==> src/core/mts_pkg.sv <==
package mts_pkg;

    // register addresses in the control/status space
    localparam logic [11:0] ADDR_ISA_CAPABILITY   = 12'h301;
    localparam logic [11:0] ADDR_IRQ_ENABLE       = 12'h304;
    localparam logic [11:0] ADDR_TRAP_VECTOR_BASE = 12'h305;
    localparam logic [11:0] ADDR_VECTOR_TABLE     = 12'h307;

    // capability register fields
    localparam int          NATIVE_WORD_LENGTH_LSB = 30;
    localparam logic [1:0]  NATIVE_WORD_LENGTH_32  = 2'h1;
    localparam int          CAP_BIT_COMPRESSED     = 2;
    localparam int          CAP_BIT_EMBEDDED_BASE  = 4;
    localparam int          CAP_BIT_INTEGER_BASE   = 8;
    localparam int          CAP_BIT_MULDIV         = 12;
    localparam int          CAP_BIT_USER_MODE      = 20;
    localparam int          CAP_BIT_NONSTANDARD    = 23;

    // interrupt enable fields in basic mode
    localparam logic [31:0] IRQ_ENABLE_FAST_MASK   = 32'hffff_0000;
    localparam int          EXTERNAL_IRQ_ENABLE    = 11;
    localparam int          TIMER_IRQ_ENABLE       = 7;
    localparam int          SOFTWARE_IRQ_ENABLE    = 3;
    localparam logic [31:0] IRQ_ENABLE_RESET       = 32'h0000_0000;

    // trap vector base fields
    localparam int          TVEC_BASE_LSB          = 7;
    localparam int          TVEC_BASE_W            = 25;
    localparam logic [1:0]  TVEC_MODE_DIRECT       = 2'h0;
    localparam logic [1:0]  TVEC_MODE_VECTORED     = 2'h1;
    localparam logic [1:0]  TVEC_MODE_TABLE        = 2'h3;
    localparam logic [4:0]  TVEC_ZERO_FIELD        = 5'h00;
    localparam logic [4:0]  NMI_ENTRY              = 5'h0f;
    localparam logic [1:0]  ENTRY_BYTE_BITS        = 2'h0;
    localparam int          ENTRY_SHIFT            = 2;

    // vector table base
    localparam int          VTAB_MIN_ALIGN_BITS    = 6;
    localparam logic [31:0] VTAB_RESET             = 32'h0000_0000;
    localparam logic [31:0] ZERO_WORD              = 32'h0000_0000;

    typedef enum logic [1:0] {
        MTS_OP_NONE,
        MTS_OP_WRITE,
        MTS_OP_SET,
        MTS_OP_CLEAR
    } mts_op_e;

    typedef enum logic [1:0] {
        MTS_BASE_INTEGER,
        MTS_BASE_EMBEDDED
    } mts_base_e;

    // all state of the block
    typedef struct packed {
        logic                   boot;
        logic [31:0]            irq_enable;
        logic [TVEC_BASE_W-1:0] tvec_base;
        logic [1:0]             tvec_mode;
        logic [31:0]            vtab;
        logic [31:0]            rdata;
        logic                   rvalid;
        logic                   unmapped;
        logic [31:0]            irq_gated;
        logic [31:0]            handler;
        logic                   handler_valid;
    } mts_state_s;

endpackage

==> src/core/mts_trap_setup.sv <==
`timescale 1ns/1ps
module mts_trap_setup
    import mts_pkg::*;
#(
    parameter bit        TABLE_CTRL_PRESENT = 1'b0,
    parameter mts_base_e BASE_SET_OPTION    = MTS_BASE_INTEGER,
    parameter bit        MULDIV_OPTION      = 1'b1,
    parameter int        IRQ_ID_WIDTH       = 8
) (
    input  wire logic        REF_CLK_IN,
    input  wire logic        RSTN_IN,
    input  wire logic        CLK_EN_IN,
    input  wire mts_op_e     CSR_OP_IN,
    input  wire logic [11:0] CSR_ADDR_IN,
    input  wire logic [31:0] CSR_WDATA_IN,
    input  wire logic [31:0] TVEC_RESET_ADDR_IN,
    input  wire logic [31:0] IRQ_LINES_IN,
    input  wire logic        TRAP_IN,
    input  wire logic        TRAP_IS_IRQ_IN,
    input  wire logic        TRAP_IS_NMI_IN,
    input  wire logic [IRQ_ID_WIDTH-1:0] TRAP_ID_IN,
    output logic      [31:0] CSR_RDATA_OUT,
    output logic             CSR_RVALID_OUT,
    output logic             CSR_UNMAPPED_OUT,
    output logic      [31:0] IRQ_GATED_OUT,
    output logic      [31:0] HANDLER_ADDR_OUT,
    output logic             HANDLER_VALID_OUT
);

    // table alignment exponent: larger of 6 and two plus id width
    localparam int VTAB_N = (2 + IRQ_ID_WIDTH > VTAB_MIN_ALIGN_BITS) ?
                            (2 + IRQ_ID_WIDTH) : VTAB_MIN_ALIGN_BITS;
    localparam logic [31:0] VTAB_MASK = ~((32'h1 << VTAB_N) - 32'h1);

    // only these bits of the enable register hold state in basic mode
    localparam logic [31:0] IRQ_ENABLE_WRITABLE = IRQ_ENABLE_FAST_MASK |
        (32'h1 << EXTERNAL_IRQ_ENABLE) |
        (32'h1 << TIMER_IRQ_ENABLE) |
        (32'h1 << SOFTWARE_IRQ_ENABLE);

    localparam logic [1:0] TVEC_MODE_RESET = TABLE_CTRL_PRESENT ?
        TVEC_MODE_TABLE : TVEC_MODE_VECTORED;

    // fixed capability word, built from configuration only
    localparam logic [31:0] CAP_WORD =
        ({30'h0000_0000, NATIVE_WORD_LENGTH_32} << NATIVE_WORD_LENGTH_LSB) |
        (32'h1 << CAP_BIT_COMPRESSED) |
        (32'h1 << CAP_BIT_USER_MODE) |
        (32'h1 << CAP_BIT_NONSTANDARD) |
        ((BASE_SET_OPTION == MTS_BASE_INTEGER) ?
            (32'h1 << CAP_BIT_INTEGER_BASE) : ZERO_WORD) |
        ((BASE_SET_OPTION == MTS_BASE_EMBEDDED) ?
            (32'h1 << CAP_BIT_EMBEDDED_BASE) : ZERO_WORD) |
        (MULDIV_OPTION ? (32'h1 << CAP_BIT_MULDIV) : ZERO_WORD);

    mts_state_s st_r;
    mts_state_s st_nxt;

    // register read view, used for reads and for set/clear merging
    function automatic logic [31:0] read_view(
        input logic [11:0] addr,
        input mts_state_s  s
    );
        logic [31:0] v;
        v = ZERO_WORD;
        unique case (addr)
            ADDR_ISA_CAPABILITY: begin
                v = CAP_WORD;
            end
            ADDR_IRQ_ENABLE: begin
                v = TABLE_CTRL_PRESENT ? ZERO_WORD :
                    (s.irq_enable & IRQ_ENABLE_WRITABLE);
            end
            ADDR_TRAP_VECTOR_BASE: begin
                v = {s.tvec_base, TVEC_ZERO_FIELD, s.tvec_mode};
            end
            ADDR_VECTOR_TABLE: begin
                v = TABLE_CTRL_PRESENT ? (s.vtab & VTAB_MASK) : ZERO_WORD;
            end
            default: begin
                v = ZERO_WORD;
            end
        endcase
        return v;
    endfunction

    // is the address one this block answers for
    function automatic logic is_mapped(input logic [11:0] addr);
        logic m;
        m = (addr == ADDR_ISA_CAPABILITY) ||
            (addr == ADDR_IRQ_ENABLE) ||
            (addr == ADDR_TRAP_VECTOR_BASE) ||
            (TABLE_CTRL_PRESENT && (addr == ADDR_VECTOR_TABLE));
        return m;
    endfunction

    // value that a write, set or clear instruction proposes
    function automatic logic [31:0] apply_op(
        input mts_op_e     op,
        input logic [31:0] old,
        input logic [31:0] wdata
    );
        logic [31:0] r;
        r = old;
        unique case (op)
            MTS_OP_NONE:  r = old;
            MTS_OP_WRITE: r = wdata;
            MTS_OP_SET:   r = old | wdata;
            MTS_OP_CLEAR: r = old & ~wdata;
        endcase
        return r;
    endfunction

    logic [31:0] cur_view;
    logic [31:0] new_val;
    logic        access;
    logic        writes;
    logic [31:0] tvec_word;
    logic [31:0] entry_off;

    always_comb begin
        cur_view = read_view(CSR_ADDR_IN, st_r);
        new_val  = apply_op(CSR_OP_IN, cur_view, CSR_WDATA_IN);
        access   = (CSR_OP_IN != MTS_OP_NONE);
        writes   = access && is_mapped(CSR_ADDR_IN);
        tvec_word = {st_r.tvec_base, TVEC_ZERO_FIELD, ENTRY_BYTE_BITS};
        entry_off = {{(32 - IRQ_ID_WIDTH){1'b0}}, TRAP_ID_IN} << ENTRY_SHIFT;
    end

    always_comb begin
        st_nxt = st_r;
        st_nxt.rvalid        = 1'b0;
        st_nxt.handler_valid = 1'b0;

        // base taken from the port on the first enabled edge after reset,
        // since an async reset may only load constants
        if (st_r.boot) begin
            st_nxt.boot      = 1'b0;
            st_nxt.tvec_base =
                TVEC_RESET_ADDR_IN[31:TVEC_BASE_LSB];
        end

        if (access) begin
            st_nxt.rvalid   = 1'b1;
            st_nxt.rdata    = is_mapped(CSR_ADDR_IN) ? cur_view : ZERO_WORD;
            st_nxt.unmapped = ~is_mapped(CSR_ADDR_IN);
        end

        // a software write in the boot cycle wins over the port capture
        if (writes) begin
            unique case (CSR_ADDR_IN)
                ADDR_ISA_CAPABILITY: begin
                    st_nxt.irq_enable = st_r.irq_enable;
                end
                ADDR_IRQ_ENABLE: begin
                    if (!TABLE_CTRL_PRESENT) begin
                        st_nxt.irq_enable =
                            new_val & IRQ_ENABLE_WRITABLE;
                    end
                end
                ADDR_TRAP_VECTOR_BASE: begin
                    st_nxt.tvec_base = new_val[31:TVEC_BASE_LSB];
                    if (TABLE_CTRL_PRESENT) begin
                        st_nxt.tvec_mode = TVEC_MODE_TABLE;
                    end else if (new_val[1:0] == TVEC_MODE_DIRECT ||
                                 new_val[1:0] == TVEC_MODE_VECTORED) begin
                        st_nxt.tvec_mode = new_val[1:0];
                    end
                    // other codes leave the mode untouched
                end
                ADDR_VECTOR_TABLE: begin
                    st_nxt.vtab = new_val & VTAB_MASK;
                end
                default: begin
                    st_nxt.vtab = st_r.vtab;
                end
            endcase
        end

        // enables gate the interrupt lines of the same index
        st_nxt.irq_gated = TABLE_CTRL_PRESENT ? ZERO_WORD :
            (IRQ_LINES_IN & st_r.irq_enable & IRQ_ENABLE_WRITABLE);

        if (TRAP_IN) begin
            st_nxt.handler_valid = 1'b1;
            if (TRAP_IS_NMI_IN) begin
                st_nxt.handler =
                    {st_r.tvec_base, NMI_ENTRY, ENTRY_BYTE_BITS};
            end else if (TRAP_IS_IRQ_IN &&
                         st_r.tvec_mode == TVEC_MODE_VECTORED) begin
                st_nxt.handler = tvec_word + entry_off;
            end else if (TRAP_IS_IRQ_IN && TABLE_CTRL_PRESENT) begin
                // entry address in the table; base low bits are masked to alignment, so OR adds the offset
                st_nxt.handler = (st_r.vtab & VTAB_MASK) | entry_off;
            end else begin
                st_nxt.handler = tvec_word;
            end
        end
    end

    always_ff @(posedge REF_CLK_IN or negedge RSTN_IN) begin
        if (!RSTN_IN) begin
            st_r.boot          <= 1'b1;
            st_r.irq_enable    <= IRQ_ENABLE_RESET;
            st_r.tvec_base     <= '0;
            st_r.tvec_mode     <= TVEC_MODE_RESET;
            st_r.vtab          <= VTAB_RESET;
            st_r.rdata         <= ZERO_WORD;
            st_r.rvalid        <= 1'b0;
            st_r.unmapped      <= 1'b0;
            st_r.irq_gated     <= ZERO_WORD;
            st_r.handler       <= ZERO_WORD;
            st_r.handler_valid <= 1'b0;
        end else if (CLK_EN_IN) begin
            st_r <= st_nxt;
        end
    end

    assign CSR_RDATA_OUT     = st_r.rdata;
    assign CSR_RVALID_OUT    = st_r.rvalid;
    assign CSR_UNMAPPED_OUT  = st_r.unmapped;
    assign IRQ_GATED_OUT     = st_r.irq_gated;
    assign HANDLER_ADDR_OUT  = st_r.handler;
    assign HANDLER_VALID_OUT = st_r.handler_valid;

endmodule // mts_trap_setup

==> config.mk <==
export PLATFORM = sky130hd
export DESIGN_NAME = mts_trap_setup
export DESIGN_NICKNAME = d
export VERILOG_FILES = /design/src/core/mts_pkg.sv /design/src/core/mts_trap_setup.sv
export SDC_FILE = /design/constraint.sdc
export NUM_CORES = 1
export LEC_CHECK = 0
export BUFFER_PORTS_ARGS = -buffer_cell sky130_fd_sc_hd__clkbuf_2
export CORE_UTILIZATION = 52
export DETAILED_ROUTE_END_ITERATION = 6
export PLACE_DENSITY = 0.88
export SLEW_MARGIN = 20
export SYNTH_ARGS = -nofsm -noshare
export SYNTH_HDL_FRONTEND = slang
export SYNTH_SLANG_ARGS = --single-unit
export TNS_END_PERCENT = 50
==> constraint.sdc <==
create_clock -name REF_CLK_IN -period 2.2 [get_ports REF_CLK_IN]
set_input_delay 0.11 -clock REF_CLK_IN [delete_from_list [all_inputs] [get_ports REF_CLK_IN]]
set_output_delay 0.11 -clock REF_CLK_IN [all_outputs]
set_load 0.05 [all_outputs]
### Word-level counts from Yosys, hierarchy flattened

Index checks and enable logic that the tools add are counted.

* bits in registers: 155
* latch bits: 0
* bits in writable memories: 0
* memory bits (read-only): 0
* input bits: 124
* output and inout port bits: 99
* memories: 0

* add/sub/neg operators: 1
* multipliers: 0
* div/mod/pow operators: 0
* $lt $le $gt $ge: 0
* equal/unequal tests: 9
* shifts and indexed selects: 0
* muxes and demuxes: 12
* bitwise operators: 5
* reduce and logical (&&, ||, !) cells: 13

Operators by type and width (count)
* $mux 32: 4
* $pmux 32 s4: 1
* $pmux 32 s3: 1
* $and 32x32->32: 2
* $mux 59: 1
* $eq 12x10->1 const B: 4
* $add 32x10->32: 1
* $not 32->32: 1
* $or 32x32->32: 1
* $mux 27: 1
* $mux 25: 1
* $eq 2x1->1 const B: 3
* $reduce_and 3->1: 2
* $eq 2x2->1 const B: 2
* $logic_not 2->1: 2
* $mux 2: 2
* $reduce_and 2->1: 2
* $reduce_and 4->1: 1
* $logic_or 1x1->1: 3
* $logic_and 1x1->1: 2
* $reduce_bool 2->1: 1
* $mux 1: 1
* $not 1->1: 1

### Longest topological paths before layout

* word-level depth: 9
* depth in mapped cells: 9
* depth with buffers taken out: 8

### Least setup slack after synthesis

OpenSTA, ideal clock, no wires.

* kind: input to register
* from: input CSR_ADDR_IN[11]
* to: register st_r[148] in the netlist's numbering
* data arrival time: 1.905 ns
* slack: 0.215 ns
* cell stages on the path: 7
* path through: or4_4 buf_6 or3_4 or3_1 buf_6 buf_12 o211ai_2

* longest elaborated chain between the ends: 6

Ends and longest elaborated chain
* from (decl): RTL line mts_trap_setup.sv:14 `input wire logic [11:0] CSR_ADDR_IN,`
* $eq 12x10->1 (on tied branches)
* $pmux 32 s3: RTL line mts_trap_setup.sv:66 `unique case (addr)`
* $and 32x32->32 or $or 32x32->32 (tied branches): RTL line mts_trap_setup.sv:109, mts_trap_setup.sv:108
* $pmux 32 s4: RTL line mts_trap_setup.sv:105 `unique case (op)`
* $mux 27: RTL line mts_trap_setup.sv:151 `unique case (CSR_ADDR_IN)`
* $mux 59 (*): RTL line mts_trap_setup.sv:150 `if (writes) begin`
* to (signal assigned): RTL line mts_trap_setup.sv:215 `st_r <= st_nxt;`
* to (decl): RTL line mts_trap_setup.sv:56 `mts_state_s st_r;`

Mark *: on every way between the ends. The rest lies on a longest branch, timed or not.
A chain may end at the register's enable or synchronous reset.

### Worst setup path in the final report

* from: register st_r[133] in the netlist's numbering
* to: register st_r, in the netlist HANDLER_ADDR_OUT[27]

* longest elaborated chain between the ends: 3

Ends and longest elaborated chain
* $add 32x10->32: RTL line mts_trap_setup.sv:191 `st_nxt.handler = tvec_word + entry_off;`
* $mux 32: RTL line mts_trap_setup.sv:189 `end else if (TRAP_IS_IRQ_IN &&`
* $mux 32: RTL line mts_trap_setup.sv:186 `if (TRAP_IS_NMI_IN) begin`

No other way between the ends.

==> results_dict.tcl <==
set metrics [dict create \
    number_of_cells_in_the_design_after_placement 1054 \
    wl_per_cell_um 19.2 \
    grt_use_met2 0.479 \
    holdPathStages 3 \
    synth_async_sr_flop_share 1.00 \
    global_route.usage.total 0.313 \
    r2r_start "st_r[133]" \
    power.density_nw_per_um2 672 \
    slack_of_the_worst_reg_to_reg_path_ps -50 \
    timing.critical_path.to "HANDLER_ADDR_OUT[27]" \
    synth_seq_area_share 0.447 \
    antenna_violating_nets_post_route 0 \
    max_cap_violations 0 \
    area_delta_synth_final_pct 25.0 \
    ys_seq_elements 128 \
    max-vdd-ir-drop_mv 0.457 \
    wire_length_of_the_first_global_routing_pass_um 33700 \
    drt_first_iter_violations 811 \
    r2r_path_end "HANDLER_ADDR_OUT[27]" \
    clock_sinks 128 \
    worst_pin_slew_ps 783 \
    critPathKind "reg -> reg" \
    worstSkewPairLatency_ps 430 \
    filler_cell_count 982 \
    timing.critical_path.to_type "flop" \
    critical-path-max-stage-delay_ps 390 \
    report.final.slew_viol_count 0 \
    fraction_of_met1_tracks_used_by_global_routing 0.406 \
    grt_most_used_layer "met2" \
    finalWorstPathRequiredPeriod_ps 2250 \
    yosys_warnings 0 \
    antenna_found_initial 0 \
    cell_with_the_most_instances_after_synthesis "dfrtp_1" \
    top_cells_by_area_synth "dfrtp_1 44%, buf_4 10%, nand2_1 6.4%, o21ai_0 5.1%, mux2i_1 2.7%" \
    die_x_um 119 \
    syn-instance-count 786 \
    outcome "finished, violations left" \
    clock_tree_from_tritoncts "done" \
    netlist-cell-type-count 62 \
    slew_headroom 0.478 \
    drt-pass1-iter-count 7 \
    post-route-worst-setup-slack_ps -46.1 \
    cts.path.max_buffers 2 \
    initial_core_util 0.537 \
    io_buffer_count 180 \
    number_of_primary_i_o_pins 223 \
    final_hold_viol_count 0 \
    grt_start_max_net_pins 66 \
    crit_arrival_ps 2540 \
    top_cells_by_count_synth "126 x dfrtp_1, 122 x nand2_1, 96 x buf_4" \
    synth_edf_count 0 \
    finalWirelength_um 21900 \
    via_count 6643 \
    area.sequential_um2 3210 \
    startpoint_type "flop" \
    rsz0062_at_grt "yes" \
    fraction_of_layout_instances_using_a_drive_strength_above_1 0.311 \
    worst_hold_path_type "in -> reg" \
    fin_tns_setup_ps -197 \
    globalplace.congestion 0.890 \
    critical_path.cell_chain "ha_2 -> inv_1 -> fa_2 -> nor2b_2 -> o211ai_1 -> buf_4 -> nor3_2 -> xnor2_1 -> o21ai_0" \
    final.period_utilization 1.02 \
    grt_use_met3 0.0881 \
    finalSetupViolations 5 \
    viasPerCell 5.82 \
    cts_made_buffers 17 \
    cp.required_ps 2490 \
    synth_largest_area_cell "dfrtp_1" \
    final_cells 1141 \
    yosysTopAreaCellShare 0.440 \
    chipHeight_um 119 \
    worst-path-max-fanout 7 \
    multi_input_combinational_cell_area_um2 3030 \
    postLayoutCoreUtil 0.672 \
    crit_slowest_cell "dfrtp_1" \
    drc 2 \
    synth_top_flop_cell "dfrtp_1" \
    dp_hpwl_um 14100 \
    nets 1080 \
    failing_checks "design-rule violations, negative setup slack" \
    clkTransAtPathRegs_ps 60 \
    htree_num_levels 4 \
    first_global_vias 6400 \
    antenna_cells 0 \
    floorplan.die_area_um2 14300 \
    floorplan.rows 42 \
    synth_area_per_cell_um2 9.12 \
    grt_overflow_total 0 \
    timing.fmax_ghz 0.445 \
    timing.critical_path.from "st_r[133]" \
    clockRootBuffer "clkbuf_16" \
    finClkSkew_ps 11.4 \
    worst-r2r-cell-count 9 \
    area_of_the_mapped_netlist_um2 7170 \
    core_area_um2 13300 \
    leakagePower_nw 4.17 \
]
## metal layers
metal  share of wire  up-vias
met5               0        -
met3            0.10      125
met4           0.053        0
met1            0.39     3120
li1                -     2926
met2            0.46      472
## worst max-delay path: cells and delay by family (launching register included)
family                   cells  cell delay [ps]
AO/OA/AOI/OAI                2              330
XOR/XNOR                     1              140
adder cells (fa/ha/maj)      2              580
buffers and inverters        2              330
flip-flops                   1              390
AND/OR/NAND/NOR              2              350
## where the power goes
group | total, W | switching [W] | internal [W]
Clock | 0.00293 | 0.00109 | 0.00184
Combinational | 0.000691 | 0.000459 | 0.000231
Sequential | 0.00240 | 0.0000164 | 0.00238
## cell families after synthesis
logic type | synth area share
AOI/OAI and AO/OA | 0.161
xor gates and xnor gates | 0.0281
adders and majority gates | 0.00803
buffers and inverters | 0.147
DFF | 0.447
muxes | 0.0359
other | 0.000523
and+or+nand+nor | 0.172
## cell type report
type,count,share of cell area
flip-flops and latches,128,0.358
multi-input cells,500,0.338
repair buffers,272,0.198
clock buffers,19,0.0505
well taps,176,0.0246
clock inverters,13,0.0180
inverters,33,0.0138
## stage by stage
step	power (W)	hold WS, ps	setup slack (ps)	area, um^2
floorplan	0.00283	-186	215	7230
global placement	0.00302	141	77.5	7750
detailed placement	0.00303	141	-45.8	7750
CTS	0.00601	3.47	51.0	8930
global route	0.00618	44.5	-79.0	8960
finish	0.00602	29.7	-46.1	8960
## how the worst min path moves through the flow
| stage | start | endpoint | slack (ps) |
|---|---|---|---|
| floorplan | RSTN_IN | CSR_RDATA_OUT[0] | -190 |
| global placement | RSTN_IN | HANDLER_ADDR_OUT[2] | 140 |
| detailed placement | RSTN_IN | HANDLER_ADDR_OUT[2] | 140 |
| CTS | IRQ_LINES_IN[3] | IRQ_GATED_OUT[3] | 3 |
| global route | CSR_WDATA_IN[21] | st_r[179] | 40 |
| finish | CSR_WDATA_IN[27] | st_r[185] | 30 |
## repair_timing
action,in CTS,in global routing
pin swaps,1,1
hold buffers,54,0
gates resized for setup,3,7
endpoints found under the setup margin,8,13
setup buffers,1,0
endpoints found under the hold margin,115,0
## state kept, by name, summed over array words and instances (netlist names)
register           flops
CSR_RVALID_OUT         1
HANDLER_ADDR_OUT      30
HANDLER_VALID_OUT      1
st_r                  47
CSR_UNMAPPED_OUT       1
IRQ_GATED_OUT         19
CSR_RDATA_OUT         29
## cells in the final DEF, fill, tap and decap left out, drive strengths merged, types with 3 or more instances in the layout
master | netlist | routed
clkbuf | 37 | 198
dfrtp | 126 | 126
nand2 | 122 | 122
o21ai | 93 | 93
dlygate4sd3 | 0 | 54
buf | 105 | 39
inv | 33 | 34
nand3 | 30 | 30
nor3 | 29 | 29
a21oi | 27 | 27
nor2 | 22 | 22
xnor2 | 21 | 21
mux2i | 19 | 19
conb | 1 | 18
o211ai | 17 | 17
nor4 | 10 | 10
a22oi | 8 | 8
nor2b | 8 | 8
a22o | 7 | 7
a221o | 7 | 7
nand4 | 6 | 6
mux2 | 6 | 6
clkinv | 0 | 5
clkinvlp | 0 | 4
or3 | 4 | 4
and4 | 3 | 3
and3 | 3 | 3
o31ai | 3 | 3
bufinv | 0 | 3
or4 | 3 | 3
ha | 3 | 3
Power figures use the tool's default switching activity.
